$ cat config.mk
export PLATFORM = sky130hd
export DESIGN_NAME = lfs_cmd_ctrl
export DESIGN_NICKNAME = d
export VERILOG_FILES = /design/src/logic/lfs_cmd_ctrl.v
export VERILOG_INCLUDE_DIRS = /design/src /design/src/logic
export SDC_FILE = /design/constraint.sdc
export NUM_CORES = 1
export LEC_CHECK = 0
export ABC_AREA = 1
export BUFFER_PORTS_ARGS = -buffer_cell sky130_fd_sc_hd__buf_2
export CAP_MARGIN = 25
export CORE_UTILIZATION = 38
export CTS_CLUSTER_DIAMETER = 120
export DETAILED_ROUTE_END_ITERATION = 10
export GPL_TIMING_DRIVEN = 0
export PLACE_DENSITY = 0.57
export SYNTH_ARGS = -nofsm -noshare
export SYNTH_HDL_FRONTEND = slang
export SYNTH_SLANG_ARGS = --single-unit
$ cat constraint.sdc
create_clock -name REF_CLK_I -period 1.6 [get_ports REF_CLK_I]
set_input_delay 0.16 -clock REF_CLK_I [delete_from_list [all_inputs] [get_ports REF_CLK_I]]
set_output_delay 0.16 -clock REF_CLK_I [all_outputs]
set_load 0.03 [all_outputs]
$ cat src/logic/lfs_regs.vh
/*
 * Constants for the link flow and stop command interpreter: command opcodes,
 * port register offsets, field positions, semaphore values and timing counts.
 * Assumes it is included once per design file by its bare name.
 */
`ifndef LFS_REGS_VH
`define LFS_REGS_VH

// Command opcodes
`define LFS_OP_RESET        8'hff
`define LFS_OP_BUS8         8'h40
`define LFS_OP_BUS16        8'h41
`define LFS_OP_INIT         8'h42
`define LFS_OP_OFFLINE      8'h44
`define LFS_OP_ONLINE       8'h45
`define LFS_OP_RELOAD       8'h46
`define LFS_OP_STAT_DUMP    8'h23
`define LFS_OP_STAT_PRESET  8'h47
`define LFS_OP_IRQ_EN       8'h88
`define LFS_OP_RETIRE       8'h6a
`define LFS_OP_PEER_POLL    8'h69
`define LFS_OP_SET_BUSY     8'h61
`define LFS_OP_CLR_BUSY     8'h60
`define LFS_OP_STOP_I       8'h67
`define LFS_OP_HALT_SHARED  8'h89
`define LFS_OP_HALT_Q0      8'h8a
`define LFS_OP_HALT_Q1      8'h8b
`define LFS_OP_DIAG_DUMP    8'h20

// Register offsets on the host port
`define LFS_ADDR_CMD        4'h0
`define LFS_ADDR_ARG1       4'h1
`define LFS_ADDR_SEM        4'h2
`define LFS_ADDR_STATUS     4'h3
`define LFS_ADDR_BUSY       4'h4
`define LFS_ADDR_STOPPED    4'h5
`define LFS_ADDR_RETIRED    4'h6
`define LFS_ADDR_OUTST      4'h7

// Semaphore values
`define LFS_SEM_DONE        8'hff
`define LFS_SEM_BUSY        8'h00

// Status register field positions
`define LFS_ST_ONLINE       0
`define LFS_ST_BUS16        1
`define LFS_ST_IRQ_EN       2
`define LFS_ST_HALT_SHARED  3
`define LFS_ST_HALT_Q0      4
`define LFS_ST_HALT_Q1      5
`define LFS_ST_INIT_DONE    6
`define LFS_ST_STOP_WAIT    7

// Links and timing
`define LFS_LINKS           8
`define LFS_LINK_W          3
`define LFS_CLK_MHZ         50
`define LFS_ABORT_NS        100
`define LFS_ABORT_CYC       ((`LFS_ABORT_NS * `LFS_CLK_MHZ + 999) / 1000)

`endif

$ cat src/logic/lfs_cmd_ctrl.v
/*
 * Command interpreter for link flow control and transmit stop commands.
 * Host writes arguments and an opcode on a plain register port and polls the
 * semaphore; the frame engines sit outside and see level controls and
 * one-cycle requests. Assumes one 50 MHz clock and a synchronous reset.
 */
// Design decisions made here: the strobed register port and the register addresses.
`timescale 1ns/100ps
`include "lfs_regs.vh"

module lfs_cmd_ctrl (
	input  wire        REF_CLK_I,
	input  wire        SYS_RST_I,
	input  wire [3:0]  ADDR_I,
	input  wire [7:0]  WDATA_I,
	input  wire        WR_I,
	input  wire        RD_I,
	input  wire [7:0]  POOL_EMPTY_I,
	input  wire [2:0]  TX_ACTIVE_I,
	input  wire [2:0]  TX_LINK_I,
	input  wire        TX_NUMBERED_I,
	input  wire [7:0]  OUTSTANDING_I,
	input  wire        XFER_DONE_I,
	input  wire        IRQ_I,
	output reg  [7:0]  RDATA_O,
	output reg  [7:0]  RX_BUSY_O,
	output reg  [7:0]  I_STOP_O,
	output reg  [2:0]  XIDUI_STOP_O,
	output reg         TX_ABORT_O,
	output reg         CONFIRM_O,
	output reg  [2:0]  CONFIRM_LINK_O,
	output reg         ONLINE_O,
	output reg         BUS16_O,
	output reg  [4:0]  XFER_REQ_O,
	output reg         POLL_REQ_O,
	output reg  [2:0]  POLL_LINK_O,
	output reg         IRQ_O
);

	localparam [7:0] ST_IDLE  = 8'h01;
	localparam [7:0] ST_BUSY  = 8'h02;
	localparam [7:0] ST_ABORT = 8'h04;
	localparam [7:0] ST_XFER  = 8'h08;
	localparam [7:0] ST_DONE  = 8'h10;

	// Window is counted in whole cycles; the count fits the four-bit counter
	localparam integer ABORT_CYC_N = `LFS_ABORT_CYC;
	localparam [3:0]   ABORT_CYC   = ABORT_CYC_N[3:0];

	// Transfer request bits towards the block mover
	localparam [2:0] XF_INIT   = 3'd0;
	localparam [2:0] XF_RELOAD = 3'd1;
	localparam [2:0] XF_SDUMP  = 3'd2;
	localparam [2:0] XF_SPRE   = 3'd3;
	localparam [2:0] XF_DDUMP  = 3'd4;

	reg  [7:0]  state_q;
	reg  [7:0]  state_d;
	reg  [7:0]  opcode_q;
	reg  [2:0]  link_q;
	reg  [7:0]  sem_q;
	reg  [7:0]  lbusy_q;
	reg  [7:0]  istop_q;
	reg  [7:0]  stop_wait_q;
	reg  [7:0]  retired_q;
	reg  [2:0]  xstop_q;
	reg  [3:0]  abort_cnt_q;
	reg         online_q;
	reg         bus16_q;
	reg         irq_en_q;
	reg         init_done_q;
	reg  [7:0]  status_w;
	reg  [2:0]  xq_sel;
	reg  [7:0]  conf_pick;
	reg         conf_hit;
	reg  [2:0]  conf_idx;
	reg  [7:0]  pool_busy_q;
	reg  [7:0]  clr_mask;
	reg         abort_hit;
	integer     k;

	wire cmd_wr = WR_I && (ADDR_I == `LFS_ADDR_CMD);
	wire take   = cmd_wr && (state_q == ST_IDLE);

	// Opcode to XID/UI queue select (bit 0 shared, 1 queue 0, 2 queue 1)
	always @* begin
		case (opcode_q)
			`LFS_OP_HALT_SHARED: xq_sel = 3'b001;
			`LFS_OP_HALT_Q0:     xq_sel = 3'b010;
			`LFS_OP_HALT_Q1:     xq_sel = 3'b100;
			default:             xq_sel = 3'b000;
		endcase
	end

	always @* begin
		status_w = 8'h00;
		status_w[`LFS_ST_ONLINE]      = online_q;
		status_w[`LFS_ST_BUS16]       = bus16_q;
		status_w[`LFS_ST_IRQ_EN]      = irq_en_q;
		status_w[`LFS_ST_HALT_SHARED] = xstop_q[0];
		status_w[`LFS_ST_HALT_Q0]     = xstop_q[1];
		status_w[`LFS_ST_HALT_Q1]     = xstop_q[2];
		status_w[`LFS_ST_INIT_DONE]   = init_done_q;
		status_w[`LFS_ST_STOP_WAIT]   = |stop_wait_q;
	end

	// Lowest stopped link whose numbered frames are all acknowledged
	always @* begin
		conf_pick = stop_wait_q & ~OUTSTANDING_I;
		conf_hit  = 1'b0;
		conf_idx  = 3'd0;
		for (k = `LFS_LINKS - 1; k >= 0; k = k - 1) begin
			if (conf_pick[k]) begin
				conf_hit = 1'b1;
				conf_idx = k[2:0];
			end
		end
	end

	// Link named by a clear-local-busy command while it executes
	always @* begin
		clr_mask = 8'h00;
		if (state_q == ST_BUSY && opcode_q == `LFS_OP_CLR_BUSY)
			clr_mask[link_q] = 1'b1;
	end

	// Frame in flight that the executing stop must drop; a frame started
	// later is held off by the stop flags rather than aborted
	always @* begin
		abort_hit = 1'b0;
		if (state_q == ST_BUSY) begin
			if (opcode_q == `LFS_OP_STOP_I && TX_NUMBERED_I &&
			    TX_ACTIVE_I[0] && TX_LINK_I == link_q)
				abort_hit = 1'b1;
			if (|(xq_sel & TX_ACTIVE_I) && !TX_NUMBERED_I)
				abort_hit = 1'b1;
		end
	end

	////////////////////////////////////////////////////////////////////////
	// Command sequencer

	always @* begin
		state_d = state_q;
		case (state_q)
			ST_IDLE:  if (take) state_d = ST_BUSY;
			ST_BUSY: begin
				if (|xq_sel)
					state_d = ST_ABORT;
				else if (opcode_q == `LFS_OP_INIT || opcode_q == `LFS_OP_RELOAD ||
				         opcode_q == `LFS_OP_STAT_DUMP ||
				         opcode_q == `LFS_OP_STAT_PRESET ||
				         opcode_q == `LFS_OP_DIAG_DUMP)
					state_d = ST_XFER;
				else
					state_d = ST_DONE;
			end
			// Give the frame engine a fixed window to drop a frame it is sending
			ST_ABORT: if (abort_cnt_q == 4'd1) state_d = ST_DONE;
			// No time limit: a mover that never answers leaves the semaphore at 00
			ST_XFER:  if (XFER_DONE_I) state_d = ST_DONE;
			ST_DONE:  state_d = ST_IDLE;
			default:  state_d = ST_IDLE;
		endcase
	end

	always @(posedge REF_CLK_I) begin
		if (SYS_RST_I) begin
			state_q     <= ST_IDLE;
			abort_cnt_q <= 4'd0;
		end else begin
			state_q <= state_d;
			if (state_q == ST_BUSY)
				abort_cnt_q <= ABORT_CYC;
			else if (abort_cnt_q != 4'd0)
				abort_cnt_q <= abort_cnt_q - 4'd1;
		end
	end

	////////////////////////////////////////////////////////////////////////
	// Command registers and per-link state

	always @(posedge REF_CLK_I) begin
		if (SYS_RST_I) begin
			opcode_q    <= 8'h00;
			link_q      <= 3'd0;
			sem_q       <= `LFS_SEM_DONE;
			lbusy_q     <= 8'h00;
			istop_q     <= 8'h00;
			stop_wait_q <= 8'h00;
			retired_q   <= 8'h00;
			xstop_q     <= 3'b000;
			online_q    <= 1'b0;
			bus16_q     <= 1'b0;
			irq_en_q    <= 1'b0;
			init_done_q <= 1'b0;
		end else begin
			// Host-side argument field; only link commands look at it
			if (WR_I && ADDR_I == `LFS_ADDR_ARG1 && state_q == ST_IDLE)
				link_q <= WDATA_I[2:0];
			// A command written while busy is dropped; semaphore guards it
			if (take) begin
				opcode_q <= WDATA_I;
				sem_q    <= `LFS_SEM_BUSY;
			end
			// Wait bit set by the executing stop wins over a same-cycle confirm clear
			if (conf_hit && state_q != ST_BUSY)
				stop_wait_q[conf_idx] <= 1'b0;
			if (state_q == ST_BUSY) begin
				case (opcode_q)
					`LFS_OP_SET_BUSY: lbusy_q[link_q] <= 1'b1;
					`LFS_OP_CLR_BUSY: lbusy_q[link_q] <= 1'b0;
					`LFS_OP_STOP_I: begin
						istop_q[link_q]     <= 1'b1;
						stop_wait_q[link_q] <= 1'b1;
						sem_q               <= `LFS_SEM_DONE;
					end
					`LFS_OP_RETIRE: begin
						retired_q[link_q] <= 1'b1;
						istop_q[link_q]   <= 1'b1;
					end
					`LFS_OP_HALT_SHARED,
					`LFS_OP_HALT_Q0,
					`LFS_OP_HALT_Q1:  xstop_q <= xstop_q | xq_sel;
					`LFS_OP_BUS8:     bus16_q <= 1'b0;
					`LFS_OP_BUS16:    bus16_q <= 1'b1;
					`LFS_OP_OFFLINE:  online_q <= 1'b0;
					`LFS_OP_ONLINE:   online_q <= 1'b1;
					`LFS_OP_IRQ_EN:   irq_en_q <= 1'b1;
					`LFS_OP_RESET: begin
						// Software reset returns every flag here to its power-up value; the pool busy latch reloads from POOL_EMPTY_I
						lbusy_q     <= 8'h00;
						istop_q     <= 8'h00;
						stop_wait_q <= 8'h00;
						retired_q   <= 8'h00;
						xstop_q     <= 3'b000;
						online_q    <= 1'b0;
						bus16_q     <= 1'b0;
						irq_en_q    <= 1'b0;
						init_done_q <= 1'b0;
					end
					default: ;
				endcase
			end
			if (state_q == ST_XFER && XFER_DONE_I && opcode_q == `LFS_OP_INIT)
				init_done_q <= 1'b1;
			// Interrupt output stays off after firing until re-enabled
			if (irq_en_q && IRQ_I && state_q != ST_BUSY)
				irq_en_q <= 1'b0;
			if (state_q == ST_DONE)
				sem_q <= `LFS_SEM_DONE;
		end
	end

	////////////////////////////////////////////////////////////////////////
	// Genuine receive busy

	// An empty pool latches busy for its link; refilling alone does not lift
	// it, only a clear-local-busy or a software reset does. A still empty pool wins that cycle.
	always @(posedge REF_CLK_I) begin
		if (SYS_RST_I)
			pool_busy_q <= 8'h00;
		else if (state_q == ST_BUSY && opcode_q == `LFS_OP_RESET)
			pool_busy_q <= POOL_EMPTY_I;
		else
			pool_busy_q <= POOL_EMPTY_I | (pool_busy_q & ~clr_mask);
	end

	////////////////////////////////////////////////////////////////////////
	// Host read port

	// Read data stand for one cycle only and read zero otherwise
	always @(posedge REF_CLK_I) begin
		if (SYS_RST_I) begin
			RDATA_O <= 8'h00;
		end else begin
			RDATA_O <= 8'h00;
			if (RD_I) begin
				case (ADDR_I)
					`LFS_ADDR_CMD:     RDATA_O <= opcode_q;
					`LFS_ADDR_ARG1:    RDATA_O <= {5'd0, link_q};
					`LFS_ADDR_SEM:     RDATA_O <= sem_q;
					`LFS_ADDR_STATUS:  RDATA_O <= status_w;
					`LFS_ADDR_BUSY:    RDATA_O <= RX_BUSY_O;
					`LFS_ADDR_STOPPED: RDATA_O <= istop_q;
					`LFS_ADDR_RETIRED: RDATA_O <= retired_q;
					`LFS_ADDR_OUTST:   RDATA_O <= OUTSTANDING_I;
					default:           RDATA_O <= 8'h00;
				endcase
			end
		end
	end

	////////////////////////////////////////////////////////////////////////
	// Block mover requests

	// One pulse as the command starts; the mover ends it with a done pulse
	always @(posedge REF_CLK_I) begin
		if (SYS_RST_I) begin
			XFER_REQ_O <= 5'd0;
		end else begin
			XFER_REQ_O <= 5'd0;
			if (state_q == ST_BUSY) begin
				case (opcode_q)
					`LFS_OP_INIT:        XFER_REQ_O[XF_INIT]   <= 1'b1;
					`LFS_OP_RELOAD:      XFER_REQ_O[XF_RELOAD] <= 1'b1;
					`LFS_OP_STAT_DUMP:   XFER_REQ_O[XF_SDUMP]  <= 1'b1;
					`LFS_OP_STAT_PRESET: XFER_REQ_O[XF_SPRE]   <= 1'b1;
					`LFS_OP_DIAG_DUMP:   XFER_REQ_O[XF_DDUMP]  <= 1'b1;
					default: ;
				endcase
			end
		end
	end

	////////////////////////////////////////////////////////////////////////
	// Registered outputs

	always @(posedge REF_CLK_I) begin
		if (SYS_RST_I) begin
			RX_BUSY_O      <= 8'h00;
			I_STOP_O       <= 8'h00;
			XIDUI_STOP_O   <= 3'b000;
			TX_ABORT_O     <= 1'b0;
			CONFIRM_O      <= 1'b0;
			CONFIRM_LINK_O <= 3'd0;
			ONLINE_O       <= 1'b0;
			BUS16_O        <= 1'b0;
			POLL_REQ_O     <= 1'b0;
			POLL_LINK_O    <= 3'd0;
			IRQ_O          <= 1'b0;
		end else begin
			// Forced busy and latched no-buffer busy both hold the link
			RX_BUSY_O    <= lbusy_q | pool_busy_q;
			I_STOP_O     <= istop_q;
			XIDUI_STOP_O <= xstop_q;
			TX_ABORT_O   <= abort_hit;
			CONFIRM_O <= 1'b0;
			if (conf_hit && state_q != ST_BUSY) begin
				CONFIRM_O      <= 1'b1;
				CONFIRM_LINK_O <= conf_idx;
			end
			ONLINE_O <= online_q;
			BUS16_O  <= bus16_q;
			POLL_REQ_O <= 1'b0;
			if (state_q == ST_BUSY && opcode_q == `LFS_OP_PEER_POLL) begin
				POLL_REQ_O  <= online_q;
				POLL_LINK_O <= link_q;
			end
			IRQ_O <= irq_en_q & IRQ_I;
		end
	end

endmodule // lfs_cmd_ctrl

== After elaboration in Yosys (flattened, before gate mapping) ==
Index checks and enable logic that the tools add are counted.

* Register bits: 122
* Bits of input ports: 41
* Output and inout bits: 44
* Logic and storage cells: 205

* Add/sub/neg operators: 1
* Order comparisons: 4
* Eq/ne operators: 37
* Multiplexer cells: 57
* Bitwise logic cells: 20
* Reduce and logical (&&, ||, !) cells: 57

{| class="wikitable"
|+ Operator list
! kind !! count
|-
| $eq 8x7->1 const B || 12
|-
| $mux 8 || 11
|-
| $pmux 8 s8 || 1
|-
| $or 8x8->8 || 6
|-
| $pmux 8 s2 || 3
|-
| $eq 8x8->1 const B || 5
|-
| $and 8x8->8 || 4
|-
| $not 8->8 || 4
|-
| $pmux 8 s4 || 1
|-
| $mux 3 || 10
|-
| $pmux 8 s3 || 1
|-
| $mux 1 || 21
|-
| $logic_and 1x1->1 || 18
|-
| $reduce_bool 2->1 || 9
|-
| $reduce_or 2->1 || 9
|-
| $eq 4x3->1 const B || 4
|-
| $eq 8x6->1 const B || 2
|-
| $reduce_and 2->1 || 8
|-
| $mux 5 || 2
|-
| $pmux 3 s3 || 1
|-
| $reduce_or 3->1 || 3
|-
| $eq 4x1->1 const B || 2
|-
| $eq 4x2->1 const B || 2
|-
| $eq 8x1->1 const B || 1
|-
| other kinds (24) || 36
|}

== Longest topological paths before layout ==
* Depth in word-level cells: 21
* Depth in mapped cells: 12
* Gate-level depth less buffers: 12

== Least setup slack after synthesis ==
OpenSTA, ideal clock, no wires.

* Kind: register -> register
* Start point: register state_q[2]
* End point: register istop_q[0]
* Library setup time: 0.122 ns
* Arrival time: 1.276 ns
* Required time: 1.478 ns
* Setup slack: 0.203 ns
* Stages on the path, launching flop included: 9
* Buffers on the path: 2
* Clock period less this slack: 1.397 ns
* Cells stage by stage: dfxtp_1 > nor2_2 > nand4_4 > inv_4 > nand2_4 > nand2_1 > buf_4 > buf_4 > a21oi_1

* Longest elaborated chain between the ends: 2

{| class="wikitable"
|+ Ends and longest elaborated chain
! element !! RTL line !! text
|-
| from (decl) || lfs_cmd_ctrl.v:57 || <nowiki>reg [7:0] state_q;</nowiki>
|-
| from (signal assigned) || lfs_cmd_ctrl.v:172 || <nowiki>state_q <= state_d;</nowiki>
|-
| $eq 8x2->1 || lfs_cmd_ctrl.v:209 || <nowiki>if (state_q == ST_BUSY) begin</nowiki>
|-
| $reduce_and 2->1 (no line) || - ||
|-
| to (signal, indexed assignment) || lfs_cmd_ctrl.v:214 || <nowiki>istop_q[link_q] <= 1'b1;</nowiki>
|-
| to (signal, indexed assignment) || lfs_cmd_ctrl.v:220 || <nowiki>istop_q[link_q] <= 1'b1;</nowiki>
|-
| to (signal assigned) || lfs_cmd_ctrl.v:233 || <nowiki>istop_q <= 8'h00;</nowiki>
|-
| to (decl) || lfs_cmd_ctrl.v:63 || <nowiki>reg [7:0] istop_q;</nowiki>
|}

Every way passes these cells.
A chain may end at the register's enable or synchronous reset.

== Final worst setup path ==
* Start point: register state_q[2]
* End point: register link_q[0]

* Longest elaborated chain between the ends: 2

{| class="wikitable"
|+ Ends and longest elaborated chain
! element !! RTL line !! text
|-
| $eq 8x1->1 || lfs_cmd_ctrl.v:199 || <nowiki>if (WR_I && ADDR_I == `LFS_ADDR_ARG1 && state_q == ST_IDLE)</nowiki>
|-
| $logic_and 1x1->1 || lfs_cmd_ctrl.v:199 ||
|-
| to (signal assigned) || lfs_cmd_ctrl.v:200 || <nowiki>link_q <= WDATA_I[2:0];</nowiki>
|-
| to (decl) || lfs_cmd_ctrl.v:60 || <nowiki>reg [2:0] link_q;</nowiki>
|}

Every way passes these cells.

==> summary.md <==
| Metric | Value |
|---|---|
| Status | `complete, no violations` |
| P_leak | `2.99 nW` |
| Drt wl/cell | `15.8 um` |
| Initial drt markers | `414` |
| Vias | `5026` |
| Crit path cell chain | `nor2_4, nand4_1, inv_2, nand4_1, o21ai_1, a21oi_1` |
| Vias in the first global route | `4520` |
| Port bufs | `84` |
| Slew @ Worst Pin | `0.787 ns` |
| Detail Placement HPWL | `11800 um` |
| Max H-tree Level | `4` |
| Sequential area share after synthesis | `47.5%` |
| Fin crit period | `1.55 ns` |
| P&R area growth vs syn | `34.4%` |
| Post-synth ARST share | `0%` |
| Crit-path max cell delay | `0.35 ns` |
| Post-synthesis mux area share | `0%` |
| Most frequent CP cell | `nand4_1` |
| Residual DRC | `0` |
| Final Wtd Congestion | `0.889` |
| # rows | `41` |
| I/O pin count | `85` |
| Simple-Gate Fraction of Synth Area | `27.1%` |
| Longest Clk Path Bufs | `2` |
| CP top delay family | `simple AND/OR/NAND/NOR gates` |
| DP Area | `0.00565 mm^2` |
| Initial antenna violation count | `0` |
| Die Y-Extent | `117 um` |
| Proportion of layout cells with a drive suffix above 1 | `23.7%` |
| Crit Path Max Fanout | `6` |
| Worst setup EP type | `flip-flop` |
| Num CTS Buffers | `17` |
| GRT overflow | `0` |
| Mapped Cells | `682` |
| NumNets Final | `856` |
| DRT Wirelength | `15800 um` |
| Hold Crit Class | `in -> reg` |
| Top cells by count, synth | `nand2_1, dfxtp_1, nor2_1` |
| CP Launch Type | `flip-flop` |
| Antenna viol nets, final | `0` |
| Post-synth EDFFs | `0` |
| CP Class | `reg -> reg` |
| Clk Latency, worst-skew pair | `0.42 ns` |
| Die ar. | `0.0137 mm^2` |
| Vias per inst | `5.04` |
| Core area | `0.0127 mm^2` |
| Drt first pass iters | `5` |
| Syn_nets | `725` |
| Clk_skew | `0.00543 ns` |
| CTS tree | `done` |
| Non-filler cells, final | `998` |
| Pwr/cell area | `1200 mW/mm^2` |
| Initial Util | `39.4%` |
| Design Area, Final | `0.00674 mm^2` |
| Synth Register Bits | `119` |
| Clock-pin transition on the worst setup and hold timing paths | `0.05 ns` |
| Ys flop type | `dfxtp_1` |
| Synth area leader | `dfxtp_1` |
| Max-Cap Viols | `0` |
| Max Slew Vio Count | `0` |
| Die width | `117 um` |
| Compound-cell area share of the yosys netlist | `15.3%` |
| Synth Area in Adders | `0.499%` |
| FMAX | `0.643 GHz` |
| RSZ-0062 raised after global routing | `true` |
| Root buffer cell | `clkbuf_16` |
| Largest net degree at the start of global routing | `17` |
| CP arrival | `1.84 ns` |
| Distinct cells, synth | `38` |
| Main area contributors after synthesis | `dfxtp_1, nand2_1, nor2_1` |
| Multi-input logic area | `0.00231 mm^2` |
| Relative slew slack | `47.0%` |
| Final Hold Vio Count | `0` |
| N_diodes | `0` |
| Post-synthesis cell area | `0.00501 mm^2` |
| CP max-delay cell | `dfxtp_2` |
| Main combinational cell family by area after synthesis | `simple AND/OR/NAND/NOR gates` |
| First-pass GRT wire length | `23900 um` |
| Yosys Warn Count | `0` |
| Yosys top cell area share | `47.5%` |
| Storage element area | `0.00240 mm^2` |
| Global Route Usage Sum | `24.4%` |
| Final Cycle Share | `97.2%` |
| Syn Area/Cell | `7.35 um^2` |
| # fillers | `1284` |
| Reg2Reg Setup Slack | `0.05 ns` |
| Maximum vdd drop | `622 uV` |
| Hold Slack | `0.0182 ns` |
| WP buf/inv | `1` |
| Req. time, crit path | `1.89 ns` |
| Most common cell in the netlist | `nand2_1` |
| Clk sinks | `119` |
| Post-synthesis xor/xnor area fraction | `0.349%` |
| Placed Cells | `938` |
| Final setup vio count | `0` |
[worst reg2reg max path: stages (launching register included)]
cell and delay, ns:
dfxtp_2 0.35, nor2_4 0.13, nand4_1 0.18, inv_2 0.15, nand4_1 0.25, o21ai_1 0.30
a21oi_1 0.06
[path summary, 6_finish.rpt]
kind / cells past startpoint / to / startpoint
worst min register to register: 2 / lbusy_q[1]$_SDFFE_PP0P_ / lbusy_q[1]$_SDFFE_PP0P_
worst min-delay path: 3 / opcode_q[5]$_SDFFE_PP0P_ / WDATA_I[5]
worst max register to register: 6 / link_q[0]$_SDFFE_PP0P_ / state_q[2]$_SDFFE_PP0P_
worst max-delay path: 6 / link_q[0]$_SDFFE_PP0P_ / state_q[2]$_SDFFE_PP0P_
[state kept, by name, summed over array words and instances (netlist names), 5 cells and up]
signal and cells:
lbusy_q 8, RDATA_O 8, retired_q 8, state_q 5, pool_busy_q 8, stop_wait_q 8
I_STOP_O 8, istop_q 8, RX_BUSY_O 8, XFER_REQ_O 5, sem_q 8, opcode_q 8
[power by group]
part | switching [mW] | total [mW] | internal, mW
Combinational | 0.405 | 0.656 | 0.251
Clock | 1.40 | 4.33 | 2.93
Sequential | 0.0567 | 3.11 | 3.05
[area by class of cell]
type,instances,share of cell area [%]
plain buffers,16,1.45
inverters,100,5.70
clock inverters,15,3.71
multi-input cells,448,34.3
well taps,172,3.19
clock buffers,17,6.31
flip-flops and latches,119,35.6
repair buffers,111,9.77
[layout by cell type, fill, tap and decap left out, drive strengths merged]
cell type	count
nor4	2
and2	1
nand4	15
o21ai	41
clkbuf	21
a31oi	5
nand3b	1
a221oi	1
a41oi	1
dfxtp	119
xor2	2
clkinv	3
o221ai	2
a21oi	60
dlygate4sd3	10
or2	1
nand2	123
buf	113
clkinvlp	5
nand3	37
a211oi	10
o22ai	18
nor3	18
inv	101
ha	2
o41ai	1
nor2	107
bufinv	6
[stage by stage]
stage                     util [%]  setup TNS [ns]  power [mW]  setup WS, ns
after floorplan                  -               0        3.55         0.203
after global placement        44.4           -4.91        3.74        -0.267
after detailed placement      44.4           -5.01        3.75        -0.308
after CTS                     51.4         -0.0332        8.11       -0.0332
after global routing          53.0          -0.110        8.36       -0.0411
final                         53.0               0        8.09        0.0452
[repair_timing]
action	4_1_cts	5_1_grt
hold endpoints to repair	10	0
hold buffers	10	0
buffers inserted	2	14
setup endpoints to repair	51	70
resized for setup	25	37
pin swaps	3	15
cloned	1	1
[layer usage]
layer,global-route usage [%],part of all wire (%)
met5,0,0
met4,12.6,2.8
met3,5.46,6.7
met2,36.4,44
met1,33.0,47
[cells by family (layout without fill, tap and decap cells)]
family                     after synthesis  after routing
AOI/OAI and AO/OA                      139            139
xor gates and xnor gates                 2              2
adders and majority gates                2              2
buffers and inverters                  116            259
DFF                                    119            119
and+or+nand+nor                        304            305
Note: power is estimated with default switching activity, not from simulation.
